===== src/mcc_pkg.sv =====
// Shared constants and types of the main clock controller.
// Assumes a single REF_CLK domain at 250 MHz and an AXI4-Lite register port.
package mcc_pkg;

    // ------------------------------------------------------------------
    // Register map
    // ------------------------------------------------------------------
    localparam logic [7:0]  CCS_ADDR        = 8'h00;
    localparam logic [7:0]  STAT_ADDR       = 8'h04;
    localparam logic [7:0]  CCS_RESET       = 8'h00;
    localparam int          CCS_MCO_BIT     = 7;
    localparam int          CCS_CP_LSB      = 5;
    localparam int          CCS_SMS_BIT     = 4;
    localparam int          CCS_TB_LSB      = 2;
    localparam int          CCS_OIE_BIT     = 1;
    localparam int          CCS_OIF_BIT     = 0;
    localparam logic [1:0]  AXI_OKAY        = 2'h0;
    localparam logic [1:0]  AXI_SLVERR      = 2'h2;

    // ------------------------------------------------------------------
    // Timing
    // ------------------------------------------------------------------
    localparam int          CLK_PERIOD_PS   = 4000;
    localparam logic [11:0] STAB_SHORT_CYC  = 12'hff;   // 256 cycles, counted from 0
    localparam logic [11:0] STAB_LONG_CYC   = 12'hfff;  // 4096 cycles, counted from 0
    localparam logic [1:0]  IMASK_HALT_LVL  = 2'h2;     // Interrupts enabled in halt

    // ------------------------------------------------------------------
    // Types
    // ------------------------------------------------------------------
    typedef struct packed {
        logic       clock_output_select;
        logic [1:0] slow_clock_divider;
        logic       slow_mode_select;
        logic [1:0] time_base_select;
        logic       time_base_irq_enable;
        logic       time_base_overflow_flag;
    } mcc_ccs_t;

    typedef enum logic [1:0] {
        ST_RUN       = 2'b00,
        ST_ACT_HALT  = 2'b01,
        ST_FULL_HALT = 2'b10,
        ST_STAB      = 2'b11
    } mcc_state_t;

endpackage


===== src/mcc_main_clock_ctrl.sv =====
// Main clock controller: CPU clock prescaler, clock output select, time base
// flag and halt / active-halt sequencing, with an AXI4-Lite register port.
// Assumes REF_CLK is the divided oscillator clock and keeps running in this
// model; OSC_EN tells the pad oscillator when it may stop.
//
// Implementation choices: register access over AXI4-Lite and the register addresses.
module mcc_main_clock_ctrl
    import mcc_pkg::*;
#(
    parameter int TB_PERIOD_0 = 16000,
    parameter int TB_PERIOD_1 = 32000,
    parameter int TB_PERIOD_2 = 80000,
    parameter int TB_PERIOD_3 = 200000
) (
    input  wire logic        REF_CLK,
    input  wire logic        ARST_N,
    input  wire logic        CE,
    // AXI4-Lite slave
    input  wire logic [7:0]  S_AXI_AWADDR,
    input  wire logic        S_AXI_AWVALID,
    output logic             S_AXI_AWREADY,
    input  wire logic [31:0] S_AXI_WDATA,
    input  wire logic [3:0]  S_AXI_WSTRB,
    input  wire logic        S_AXI_WVALID,
    output logic             S_AXI_WREADY,
    output logic [1:0]       S_AXI_BRESP,
    output logic             S_AXI_BVALID,
    input  wire logic        S_AXI_BREADY,
    input  wire logic [7:0]  S_AXI_ARADDR,
    input  wire logic        S_AXI_ARVALID,
    output logic             S_AXI_ARREADY,
    output logic [31:0]      S_AXI_RDATA,
    output logic [1:0]       S_AXI_RRESP,
    output logic             S_AXI_RVALID,
    input  wire logic        S_AXI_RREADY,
    // CPU side
    input  wire logic        HALT_REQ,
    input  wire logic        IRQ_PENDING,
    input  wire logic        CPU_IMASK_ACTIVE,
    output logic             CPU_CLK_EN,
    output logic             TB_IRQ,
    output logic             IMASK_FORCE,
    output logic [1:0]       IMASK_LEVEL,
    output logic             WAKE_IRQ_GO,
    output logic             WAKE_RESET_GO,
    // Options, watchdog, oscillator and pin
    input  wire logic        STAB_LONG,
    input  wire logic        WDG_ENABLE,
    input  wire logic        WATCHDOG_HALT_OPTION,
    output logic             WDG_RESET_REQ,
    output logic             OSC_EN,
    output logic             CLOCK_OUTPUT_PORT_PIN_SEL
);
    import mcc_pkg::*;

    // ------------------------------------------------------------------
    // Reset release and pin synchronisers
    // ------------------------------------------------------------------
    logic       rst_meta_ff;
    logic       rst_n;
    logic [2:0] pin_meta_ff;
    logic [2:0] pin_sync_ff;

    always_ff @(posedge REF_CLK or negedge ARST_N) begin
        if (!ARST_N) begin
            rst_meta_ff <= 1'b0;
            rst_n       <= 1'b0;
        end else begin
            rst_meta_ff <= 1'b1;
            rst_n       <= rst_meta_ff;
        end
    end

    always_ff @(posedge REF_CLK or negedge rst_n) begin
        if (!rst_n) begin
            pin_meta_ff <= 3'h0;
            pin_sync_ff <= 3'h0;
        end else if (CE) begin
            pin_meta_ff <= {STAB_LONG, WDG_ENABLE, WATCHDOG_HALT_OPTION};
            pin_sync_ff <= pin_meta_ff;
        end
    end

    wire stab_long_s = pin_sync_ff[2];
    wire wdg_en_s    = pin_sync_ff[1];
    wire wdg_opt_s   = pin_sync_ff[0];

    // ------------------------------------------------------------------
    // Register bus
    // ------------------------------------------------------------------
    mcc_ccs_t   ccs_ff;
    mcc_state_t state_ff;
    logic       cause_reset_ff;
    logic       aw_got_ff;
    logic       w_got_ff;
    logic [7:0] awaddr_ff;
    logic [7:0] wdata_ff;
    logic       wstrb0_ff;
    logic       bvalid_ff;
    logic [1:0] bresp_ff;
    logic       rvalid_ff;
    logic [1:0] rresp_ff;
    logic [31:0] rdata_ff;

    wire aw_take   = S_AXI_AWVALID && S_AXI_AWREADY;
    wire w_take    = S_AXI_WVALID && S_AXI_WREADY;
    wire ar_take   = S_AXI_ARVALID && S_AXI_ARREADY;
    wire wr_fire   = aw_got_ff && w_got_ff && !bvalid_ff;
    wire wr_ccs    = wr_fire && (awaddr_ff == CCS_ADDR);
    wire wr_stat   = wr_fire && (awaddr_ff == STAT_ADDR);
    wire rd_ccs    = ar_take && (S_AXI_ARADDR == CCS_ADDR);
    wire rd_stat   = ar_take && (S_AXI_ARADDR == STAT_ADDR);
    wire rd_hit    = rd_ccs || rd_stat;
    wire [31:0] rd_word = rd_ccs  ? {24'h0, ccs_ff} :
                          rd_stat ? {29'h0, cause_reset_ff, state_ff} : 32'h0;

    assign S_AXI_AWREADY = !aw_got_ff && !bvalid_ff;
    assign S_AXI_WREADY  = !w_got_ff && !bvalid_ff;
    assign S_AXI_ARREADY = !rvalid_ff;
    assign S_AXI_BVALID  = bvalid_ff;
    assign S_AXI_BRESP   = bresp_ff;
    assign S_AXI_RVALID  = rvalid_ff;
    assign S_AXI_RRESP   = rresp_ff;
    assign S_AXI_RDATA   = rdata_ff;

    always_ff @(posedge REF_CLK or negedge rst_n) begin
        if (!rst_n) begin
            aw_got_ff <= 1'b0;
            w_got_ff  <= 1'b0;
            awaddr_ff <= 8'h0;
            wdata_ff  <= 8'h0;
            wstrb0_ff <= 1'b0;
            bvalid_ff <= 1'b0;
            bresp_ff  <= AXI_OKAY;
        end else if (CE) begin
            if (aw_take) begin
                aw_got_ff <= 1'b1;
                awaddr_ff <= S_AXI_AWADDR;
            end
            if (w_take) begin
                w_got_ff  <= 1'b1;
                wdata_ff  <= S_AXI_WDATA[7:0];
                wstrb0_ff <= S_AXI_WSTRB[0];
            end
            if (wr_fire) begin
                aw_got_ff <= 1'b0;
                w_got_ff  <= 1'b0;
                bvalid_ff <= 1'b1;
                bresp_ff  <= (wr_ccs || wr_stat) ? AXI_OKAY : AXI_SLVERR;
            end else if (bvalid_ff && S_AXI_BREADY) begin
                bvalid_ff <= 1'b0;
            end
        end
    end

    always_ff @(posedge REF_CLK or negedge rst_n) begin
        if (!rst_n) begin
            rvalid_ff <= 1'b0;
            rresp_ff  <= AXI_OKAY;
            rdata_ff  <= 32'h0;
        end else if (CE) begin
            if (ar_take) begin
                rvalid_ff <= 1'b1;
                rresp_ff  <= rd_hit ? AXI_OKAY : AXI_SLVERR;
                rdata_ff  <= rd_word;
            end else if (rvalid_ff && S_AXI_RREADY) begin
                rvalid_ff <= 1'b0;
            end
        end
    end

    // ------------------------------------------------------------------
    // CPU clock prescaler
    // ------------------------------------------------------------------
    logic [3:0] pre_cnt_ff;
    logic       slow_act_ff;
    logic [1:0] div_act_ff;

    // Terminal count 1,3,7,15 for /2,/4,/8,/16
    wire [3:0] pre_last = 4'((5'h2 << div_act_ff) - 5'h1);
    wire       pre_tick = !slow_act_ff || (pre_cnt_ff == pre_last);

    // New settings load only at a tick, so no shortened CPU period appears.
    always_ff @(posedge REF_CLK or negedge rst_n) begin
        if (!rst_n) begin
            pre_cnt_ff  <= 4'h0;
            slow_act_ff <= 1'b0;
            div_act_ff  <= 2'h0;
        end else if (CE) begin
            if (pre_tick) begin
                pre_cnt_ff  <= 4'h0;
                slow_act_ff <= ccs_ff.slow_mode_select;
                div_act_ff  <= ccs_ff.slow_clock_divider;
            end else begin
                pre_cnt_ff  <= pre_cnt_ff + 4'h1;
            end
        end
    end

    // ------------------------------------------------------------------
    // Time base
    // ------------------------------------------------------------------
    logic [17:0] tb_cnt_ff;
    logic [17:0] tb_last;

    always_comb begin
        case (ccs_ff.time_base_select)
            2'h0:    tb_last = 18'(TB_PERIOD_0 - 1);
            2'h1:    tb_last = 18'(TB_PERIOD_1 - 1);
            2'h2:    tb_last = 18'(TB_PERIOD_2 - 1);
            default: tb_last = 18'(TB_PERIOD_3 - 1);
        endcase
    end

    // Stopped with the oscillator in full halt and during restart.
    wire tb_run  = (state_ff == ST_RUN) || (state_ff == ST_ACT_HALT);
    wire tb_ovf  = tb_run && (tb_cnt_ff >= tb_last);

    always_ff @(posedge REF_CLK or negedge rst_n) begin
        if (!rst_n) begin
            tb_cnt_ff <= 18'h0;
        end else if (CE && tb_run) begin
            tb_cnt_ff <= tb_ovf ? 18'h0 : tb_cnt_ff + 18'h1;
        end
    end

    // ------------------------------------------------------------------
    // Control / status register
    // ------------------------------------------------------------------
    mcc_ccs_t nxt_ccs;

    always_comb begin
        nxt_ccs = ccs_ff;
        if (wr_ccs && wstrb0_ff) begin
            nxt_ccs = mcc_ccs_t'({wdata_ff[7:1], ccs_ff.time_base_overflow_flag});
        end
        if (rd_ccs) begin
            nxt_ccs.time_base_overflow_flag = 1'b0;
        end
        if (tb_ovf) begin
            nxt_ccs.time_base_overflow_flag = 1'b1;
        end
    end

    always_ff @(posedge REF_CLK or negedge rst_n) begin
        if (!rst_n) begin
            ccs_ff <= mcc_ccs_t'(CCS_RESET);
        end else if (CE) begin
            ccs_ff <= nxt_ccs;
        end
    end

    wire tb_req = ccs_ff.time_base_overflow_flag && ccs_ff.time_base_irq_enable;

    // ------------------------------------------------------------------
    // Halt sequencer
    // ------------------------------------------------------------------
    mcc_state_t  nxt_state;
    logic [11:0] stab_cnt_ff;
    logic        halt_go;
    logic        wdg_go;
    logic        active_wake;

    wire [11:0] stab_last = stab_long_s ? STAB_LONG_CYC : STAB_SHORT_CYC;
    wire        stab_done = (state_ff == ST_STAB) && pre_tick && (stab_cnt_ff == stab_last);

    always_comb begin
        nxt_state   = state_ff;
        halt_go     = 1'b0;
        wdg_go      = 1'b0;
        active_wake = 1'b0;
        case (state_ff)
            ST_RUN: begin
                if (HALT_REQ && wdg_en_s && !wdg_opt_s) begin
                    wdg_go = 1'b1;
                end else if (HALT_REQ) begin
                    halt_go = 1'b1;
                    if (ccs_ff.time_base_irq_enable) begin
                        nxt_state = ST_ACT_HALT;
                    end else begin
                        nxt_state = ST_FULL_HALT;
                    end
                end
            end
            ST_ACT_HALT: begin
                if (IRQ_PENDING || tb_req) begin
                    active_wake = 1'b1;
                    nxt_state   = ST_RUN;
                end
            end
            ST_FULL_HALT: begin
                if (IRQ_PENDING) begin
                    nxt_state = ST_STAB;
                end
            end
            default: begin
                if (stab_done) begin
                    nxt_state = ST_RUN;
                end
            end
        endcase
    end

    // After reset the sequencer starts in the restart delay with reset cause.
    always_ff @(posedge REF_CLK or negedge rst_n) begin
        if (!rst_n) begin
            state_ff       <= ST_STAB;
            cause_reset_ff <= 1'b1;
            stab_cnt_ff    <= 12'h0;
        end else if (CE) begin
            state_ff <= nxt_state;
            if (state_ff == ST_FULL_HALT) begin
                cause_reset_ff <= 1'b0;
                stab_cnt_ff    <= 12'h0;
            end else if (state_ff == ST_STAB && pre_tick) begin
                stab_cnt_ff    <= stab_cnt_ff + 12'h1;
            end
        end
    end

    // ------------------------------------------------------------------
    // Outputs, registered except OSC_EN, CPU_CLK_EN and IMASK_LEVEL
    // ------------------------------------------------------------------
    logic wake_irq_ff;
    logic wake_rst_ff;
    logic imask_force_ff;
    logic wdg_rst_ff;
    logic clk_out_sel_ff;
    logic tb_irq_ff;

    // Pad mux is selected by a flop, so the pin never sees a half period.
    wire nxt_clk_out_sel = ccs_ff.clock_output_select &&
                           (nxt_state == ST_RUN || nxt_state == ST_STAB);

    always_ff @(posedge REF_CLK or negedge rst_n) begin
        if (!rst_n) begin
            wake_irq_ff    <= 1'b0;
            wake_rst_ff    <= 1'b0;
            imask_force_ff <= 1'b0;
            wdg_rst_ff     <= 1'b0;
            clk_out_sel_ff <= 1'b0;
            tb_irq_ff      <= 1'b0;
        end else if (CE) begin
            wake_irq_ff    <= active_wake || (stab_done && !cause_reset_ff);
            wake_rst_ff    <= stab_done && cause_reset_ff;
            imask_force_ff <= halt_go;
            wdg_rst_ff     <= wdg_go;
            clk_out_sel_ff <= nxt_clk_out_sel;
            tb_irq_ff      <= tb_req && !CPU_IMASK_ACTIVE;
        end
    end

    assign WAKE_IRQ_GO               = wake_irq_ff;
    assign WAKE_RESET_GO             = wake_rst_ff;
    assign IMASK_FORCE               = imask_force_ff;
    assign IMASK_LEVEL               = IMASK_HALT_LVL;
    assign WDG_RESET_REQ             = wdg_rst_ff;
    assign CLOCK_OUTPUT_PORT_PIN_SEL = clk_out_sel_ff;
    assign TB_IRQ                    = tb_irq_ff;
    assign OSC_EN                    = (state_ff != ST_FULL_HALT);
    // CPU only clocked in run; halts and restart hold it.
    assign CPU_CLK_EN                = CE && pre_tick && (state_ff == ST_RUN);

endmodule


===== config.mk =====
export PLATFORM = sky130hd
export DESIGN_NAME = mcc_main_clock_ctrl
export DESIGN_NICKNAME = d
export VERILOG_FILES = /design/src/mcc_pkg.sv /design/src/mcc_main_clock_ctrl.sv
export SDC_FILE = /design/constraint.sdc
export NUM_CORES = 1
export LEC_CHECK = 0
export ABC_AREA = 1
export BUFFER_PORTS_ARGS = -buffer_cell sky130_fd_sc_hd__buf_2
export CORE_UTILIZATION = 35
export CTS_CLUSTER_DIAMETER = 120
export CTS_CLUSTER_SIZE = 28
export DETAILED_ROUTE_END_ITERATION = 8
export GPL_TIMING_DRIVEN = 0
export RECOVER_POWER = 100
export SLEW_MARGIN = 15
export SYNTH_ARGS = -nofsm -noshare
export SYNTH_HDL_FRONTEND = slang
export SYNTH_SLANG_ARGS = --single-unit

===== constraint.sdc =====
create_clock -name REF_CLK -period 3.2 [get_ports REF_CLK]
set_input_delay 0.32 -clock REF_CLK [delete_from_list [all_inputs] [get_ports REF_CLK]]
set_output_delay 0.32 -clock REF_CLK [all_outputs]
set_load 0.01 [all_outputs]

* After elaboration in Yosys (flattened, before gate mapping)
Index checks and enable logic that the tools add are counted.
** Storage, ports and cells
- Bits in registers :: 119
- Word-level logic and storage cells :: 150
- Output and inout port bits :: 51
** Cells by class
- Order comparisons :: 1
- Eq/ne operators :: 11
- Muxes and demuxes :: 34
- Reduce and logical (&&, ||, !) cells :: 66
- Shift operators :: 1
- Add/sub/neg operators :: 4
** Operators by type and width (count)
- $pmux W18 S3 :: 1
- $mux W12 :: 3
- $logic_and A1 B1 Y1 :: 27
- $reduce_and A2 Y1 :: 13
- $add A18 B1 Y18 const B :: 1
- $ge A18 B18 Y1 :: 1
- $mux W18 :: 1
- $mux W1 :: 17
- $eq A8 B3 Y1 const B :: 2
- $logic_not A8 Y1 :: 2
- $mux W2 :: 8
- $add A12 B1 Y12 const B :: 1
- $eq A12 B12 Y1 :: 1
- $reduce_bool A2 Y1 :: 6
- $eq A2 B2 Y1 const B :: 4
- $logic_not A1 Y1 :: 8
- $mux W8 :: 1
- $logic_or A1 B1 Y1 :: 7
- $logic_not A2 Y1 :: 3
- $pmux W2 S3 :: 1
- $add A4 B1 Y4 const B :: 1
- $eq A2 B1 Y1 const B :: 2
- $eq A4 B4 Y1 :: 1
- $mux W4 :: 1
- other kinds (4) :: 4

* Logic depth before layout (Yosys ltp)
- Depth in word-level cells :: 11
- Mapped depth :: 15
- Gate-level depth less buffers :: 14

* Worst setup path after synthesis
Ideal clock, no wire load.
- Path kind :: register -> register
- Start :: reg ccs_ff[3] in the netlist's numbering
- End :: reg tb_cnt_ff[7]
- Path slack :: 1.467 ns
- Arrival :: 1.609 ns
- Stages on the path, launching flop included :: 12
- Clock period less this slack :: 1.733 ns
- Path through :: dfrtp_1 inv_1 nand2_1 ha_1 nand4_1 nor2_2 nand3_1 nand3_2 nand2_4 inv_4 buf_12 nor2_4
** Between the ends
- Longest elaborated chain between the ends :: 5
- Elaborated cells on any way between the ends :: 7
- Those cells by class :: order compare: 1; eq/ne: 2; mux: 2; reduce/logical: 2
** RTL lines
- from (decl) :: line mcc_main_clock_ctrl.sv:91 : mcc_ccs_t ccs_ff;
- from (signal assigned) :: line mcc_main_clock_ctrl.sv:247 : ccs_ff <= mcc_ccs_t'(CCS_RESET);
- from (signal assigned) :: line mcc_main_clock_ctrl.sv:249 : ccs_ff <= nxt_ccs;
- $eq A2 B2 Y1 (tied with other cells) :: line mcc_main_clock_ctrl.sv:207 : case (ccs_ff.time_base_select)
- $pmux W18 S3 * :: line mcc_main_clock_ctrl.sv:207
- $ge A18 B18 Y1 * :: line mcc_main_clock_ctrl.sv:217 : wire tb_ovf = tb_run && (tb_cnt_ff >= tb_last);
- $logic_and A1 B1 Y1 * :: line mcc_main_clock_ctrl.sv:217
- $mux W18 * :: line mcc_main_clock_ctrl.sv:223 : tb_cnt_ff <= tb_ovf ? 18'h0 : tb_cnt_ff + 18'h1;
- to (signal assigned) :: line mcc_main_clock_ctrl.sv:223
- to (decl) :: line mcc_main_clock_ctrl.sv:203 : logic [17:0] tb_cnt_ff;
Mark *: on every way between the ends. The rest lies on a longest branch, timed or not.
A chain may end at the register's enable or synchronous reset.

* Worst setup path after layout
- Start :: reg ccs_ff[3] in the netlist's numbering
- End :: reg tb_cnt_ff[8]
Same word-level chain as after synthesis.

==> impl_metrics.ini <==
[place]
dpl_worst_slack_ns = 1.17
hpwl_um = 8170
placement.io_buffers = 59
gp_congestion = 0.793
post_dp_cell_area_um2 = 5650

[status]
violations = max-capacitance violations, max-slew violations
status = complete, but fails checks

[routing]
drtIter0Drc = 149
ant_nets = 0
firstDrtPassIters = 4
dr_total_vias = 4079
wl_per_cell_um = 11.9
vias_per_cell = 4.45
route.detailed.drc = 0
drt_wl_total_um = 10900

[cts]
cts_setup_buffers = 0
cts_tree = built
root_buffer = clkbuf_16
cts_max_level = 3
clkSinkCount = 92
clkTransAtPathRegs_ns = 0.07
cts_inserted_buffers = 9
clk_latency_ns = 0.35
cts_max_path_buffers = 2

[worst_setup_path]
critical_path_class = flop to flop
r2r-start = ccs_ff[3]
cp_top_family = buffers and inverters
cpPeakStageDelay_ns = 0.42
cp.required_ns = 3.48
cp-start-kind = flop
worstPathArrival_ns = 2.76
r2r_setup_slack_ns = 0.71
worstReg2RegEnd = tb_cnt_ff[8]
worstSetupEndpointType = flop
cp_max_fo = 10
crit_start = ccs_ff[3]
crit_chain = inv_1 > nand2_1 > ha_1 > nand4_1 > inv_1 > nand2_1 > nand2_1 > inv_1 > nand3_2 > nand2_1 > clkinvlp_2 > clkbuf_2 > nor2_1
crit_slowest_cell = dfrtp_1
critPathBufInv = 5
reg2reg_depth = 13
path_common_cell = nand2_1

[global_route]
grt_max_degree = 52
grt_pass1_wl_um = 18900
grt_usage = 0.166
antenna_found_initial = 0
gr-total-overflow = 0
grt_pass1_vias = 3929

[flow_run]
maxCapViolations = 1

[floorplan]
core_um2 = 13900
die_area_um2 = 14800
initial_core_util = 0.360
die_h_um = 121
std_cell_rows = 43
io_pins = 117
die_x_um = 121

[synth]
yosys.area.top_type = dfrtp_1
ys_seq_area_frac = 0.462
async_flop_share = 1.00
synthTopCellsByArea = dfrtp_1 45%, nand2_1 14%, inv_1 6.2%, buf_4 4.5%, o21ai_0 4.0%
synth_seq_cells = 92
ys.warnings.count = 0
synth_edf_count = 0
yosys.area.top_type_share = 0.446
synth_area_per_cell_um2 = 7.89
yosys_most_used_dff = dfrtp_1
netlist_area_um2 = 5000
ys_types = 41
syn-instance-count = 633

[timing]
rsz0062_at_grt = false
setup-violations-final = 0
slew_viol_final = 40
timing.final.ws_setup_ns = 0.712
hold_viol = 0
finalCriticalPeriod_ns = 2.49
worst_pin_slew_ns = 1.68
finalCritPeriodShare = 0.778
slew_headroom = -0.119
skew_ns = 0.00784
fmax_ghz = 0.402

[power_and_ir_drop]
power.leakage_uw = 0.00299
cellPowerDensity_nw_per_um2 = 674
power_uw = 3950
vdd_drop_max_mv = 0.283

[cells_and_area]
final_cell_area_um2 = 5860
nNetsFinal = 808
diodes = 0
mostFrequentLayoutCell = nand2_1
fin_util = 0.422
layout-drive-gt1-share = 0.141
most-common-layout-cells = 190 x nand2_1, 89 x dfrtp_1, 84 x inv_1, 57 x nor2_1, 40 x o21ai_0
syn2layout_area_growth_pct = 17.2

[hold_path]
hold_path_end = awaddr_ff[2]
hp-start = S_AXI_AWADDR[2]
hp-class = input pin to flop
hold_depth = 3
## registers in the layout (all words and copies together) (netlist names), 2 cells and up
signal       cells
awaddr_ff        8
stab_cnt_ff     12
S_AXI_RDATA      8
pin_meta_ff      3
wdata_ff         7
div_act_ff       2
state_ff         2
pre_cnt_ff       4
tb_cnt_ff       18
ccs_ff           8
pin_sync_ff      3
## how the worst max path moves through the flow
stage	endpoint	slack [ns]	cells after the start
finish	tb_cnt_ff[8]	0.71	13
global route	tb_cnt_ff[9]	0.45	13
CTS	S_AXI_RDATA[2]	1.11	5
detailed placement	S_AXI_RDATA[0]	1.17	5
global placement	stab_cnt_ff[9]	-0.72	0
floorplan	CLOCK_OUTPUT_PORT_PIN_SEL	0.45	0
## worst register-to-register path, stage by stage (launching register included)
cell and delay, ns:
dfrtp_1 0.42, inv_1 0.18, nand2_1 0.11, ha_1 0.29
nand4_1 0.14, inv_1 0.05, nand2_1 0.06, nand2_1 0.05
inv_1 0.10, nand3_2 0.07, nand2_1 0.20, clkinvlp_2 0.26
clkbuf_2 0.34, nor2_1 0.16
## report_power, final
group	internal, uW	switching (uW)
Sequential	1500	274
Clock	536	489
Combinational	431	716
## logic make-up after synthesis
family                     count (synthesis)  synth area share
other                                      2           0.00150
DFF                                       92             0.462
and+or+nand+nor                          329             0.295
buffers and inverters                    124             0.119
AOI/OAI and AO/OA                         56            0.0624
adders and majority gates                 10            0.0250
xor gates and xnor gates                  20            0.0351
## repair_timing
action / 4_1_cts / 5_1_grt
hold buffers: 1 / 0
endpoints found under the hold margin: 2 / 0
resized for setup: 0 / 0
## Yosys cell counts (2+ instances only)
| library cell | count |
|---|---|
| xor2_1 | 16 |
| a21oi_1 | 5 |
| nor2_1 | 53 |
| nand2_4 | 2 |
| o21bai_1 | 2 |
| nand2_2 | 5 |
| nand3_1 | 32 |
| nor3_1 | 10 |
| o21ai_0 | 40 |
| xnor2_1 | 4 |
| a2bb2oi_1 | 3 |
| ha_1 | 10 |
| nand2_1 | 187 |
| nand3b_1 | 2 |
| nand4_1 | 13 |
| nor2_4 | 5 |
| dfrtp_1 | 89 |
| inv_1 | 82 |
| nand3_2 | 2 |
| nor2_2 | 10 |
| conb_1 | 2 |
| clkbuf_1 | 5 |
| inv_2 | 2 |
| buf_4 | 30 |
| o31ai_1 | 3 |
| clkinv_1 | 2 |
| dfstp_2 | 3 |
## metal layers
layer / track usage / vias to the layer above / part of all wire
li1: - / 2129 / -
met1: 0.227 / 1842 / 0.51
met2: 0.253 / 93 / 0.43
met3: 0.0432 / 15 / 0.046
met4: 0.0517 / 0 / 0.019
met5: 0 / - / 0
## final cells by class
type	count	area, um^2
multi-input combinational	444	2170
inverter	87	328
buffer	37	245
timing repair buffer	61	303
tap	180	225
clock buffer	9	225
fill	1500	8030
sequential	92	2310
clock inverter	7	56.3
## metrics by stage
stage	std cells	hold WS [ns]	TNS (ns)
finish	917	0.159	0
detailed placement	900	0.109	0
floorplan	660	0.0244	0
global placement	899	0.110	-61.68
CTS	917	0.149	0
global route	917	0.159	0
Power figures use the tool's default switching activity.
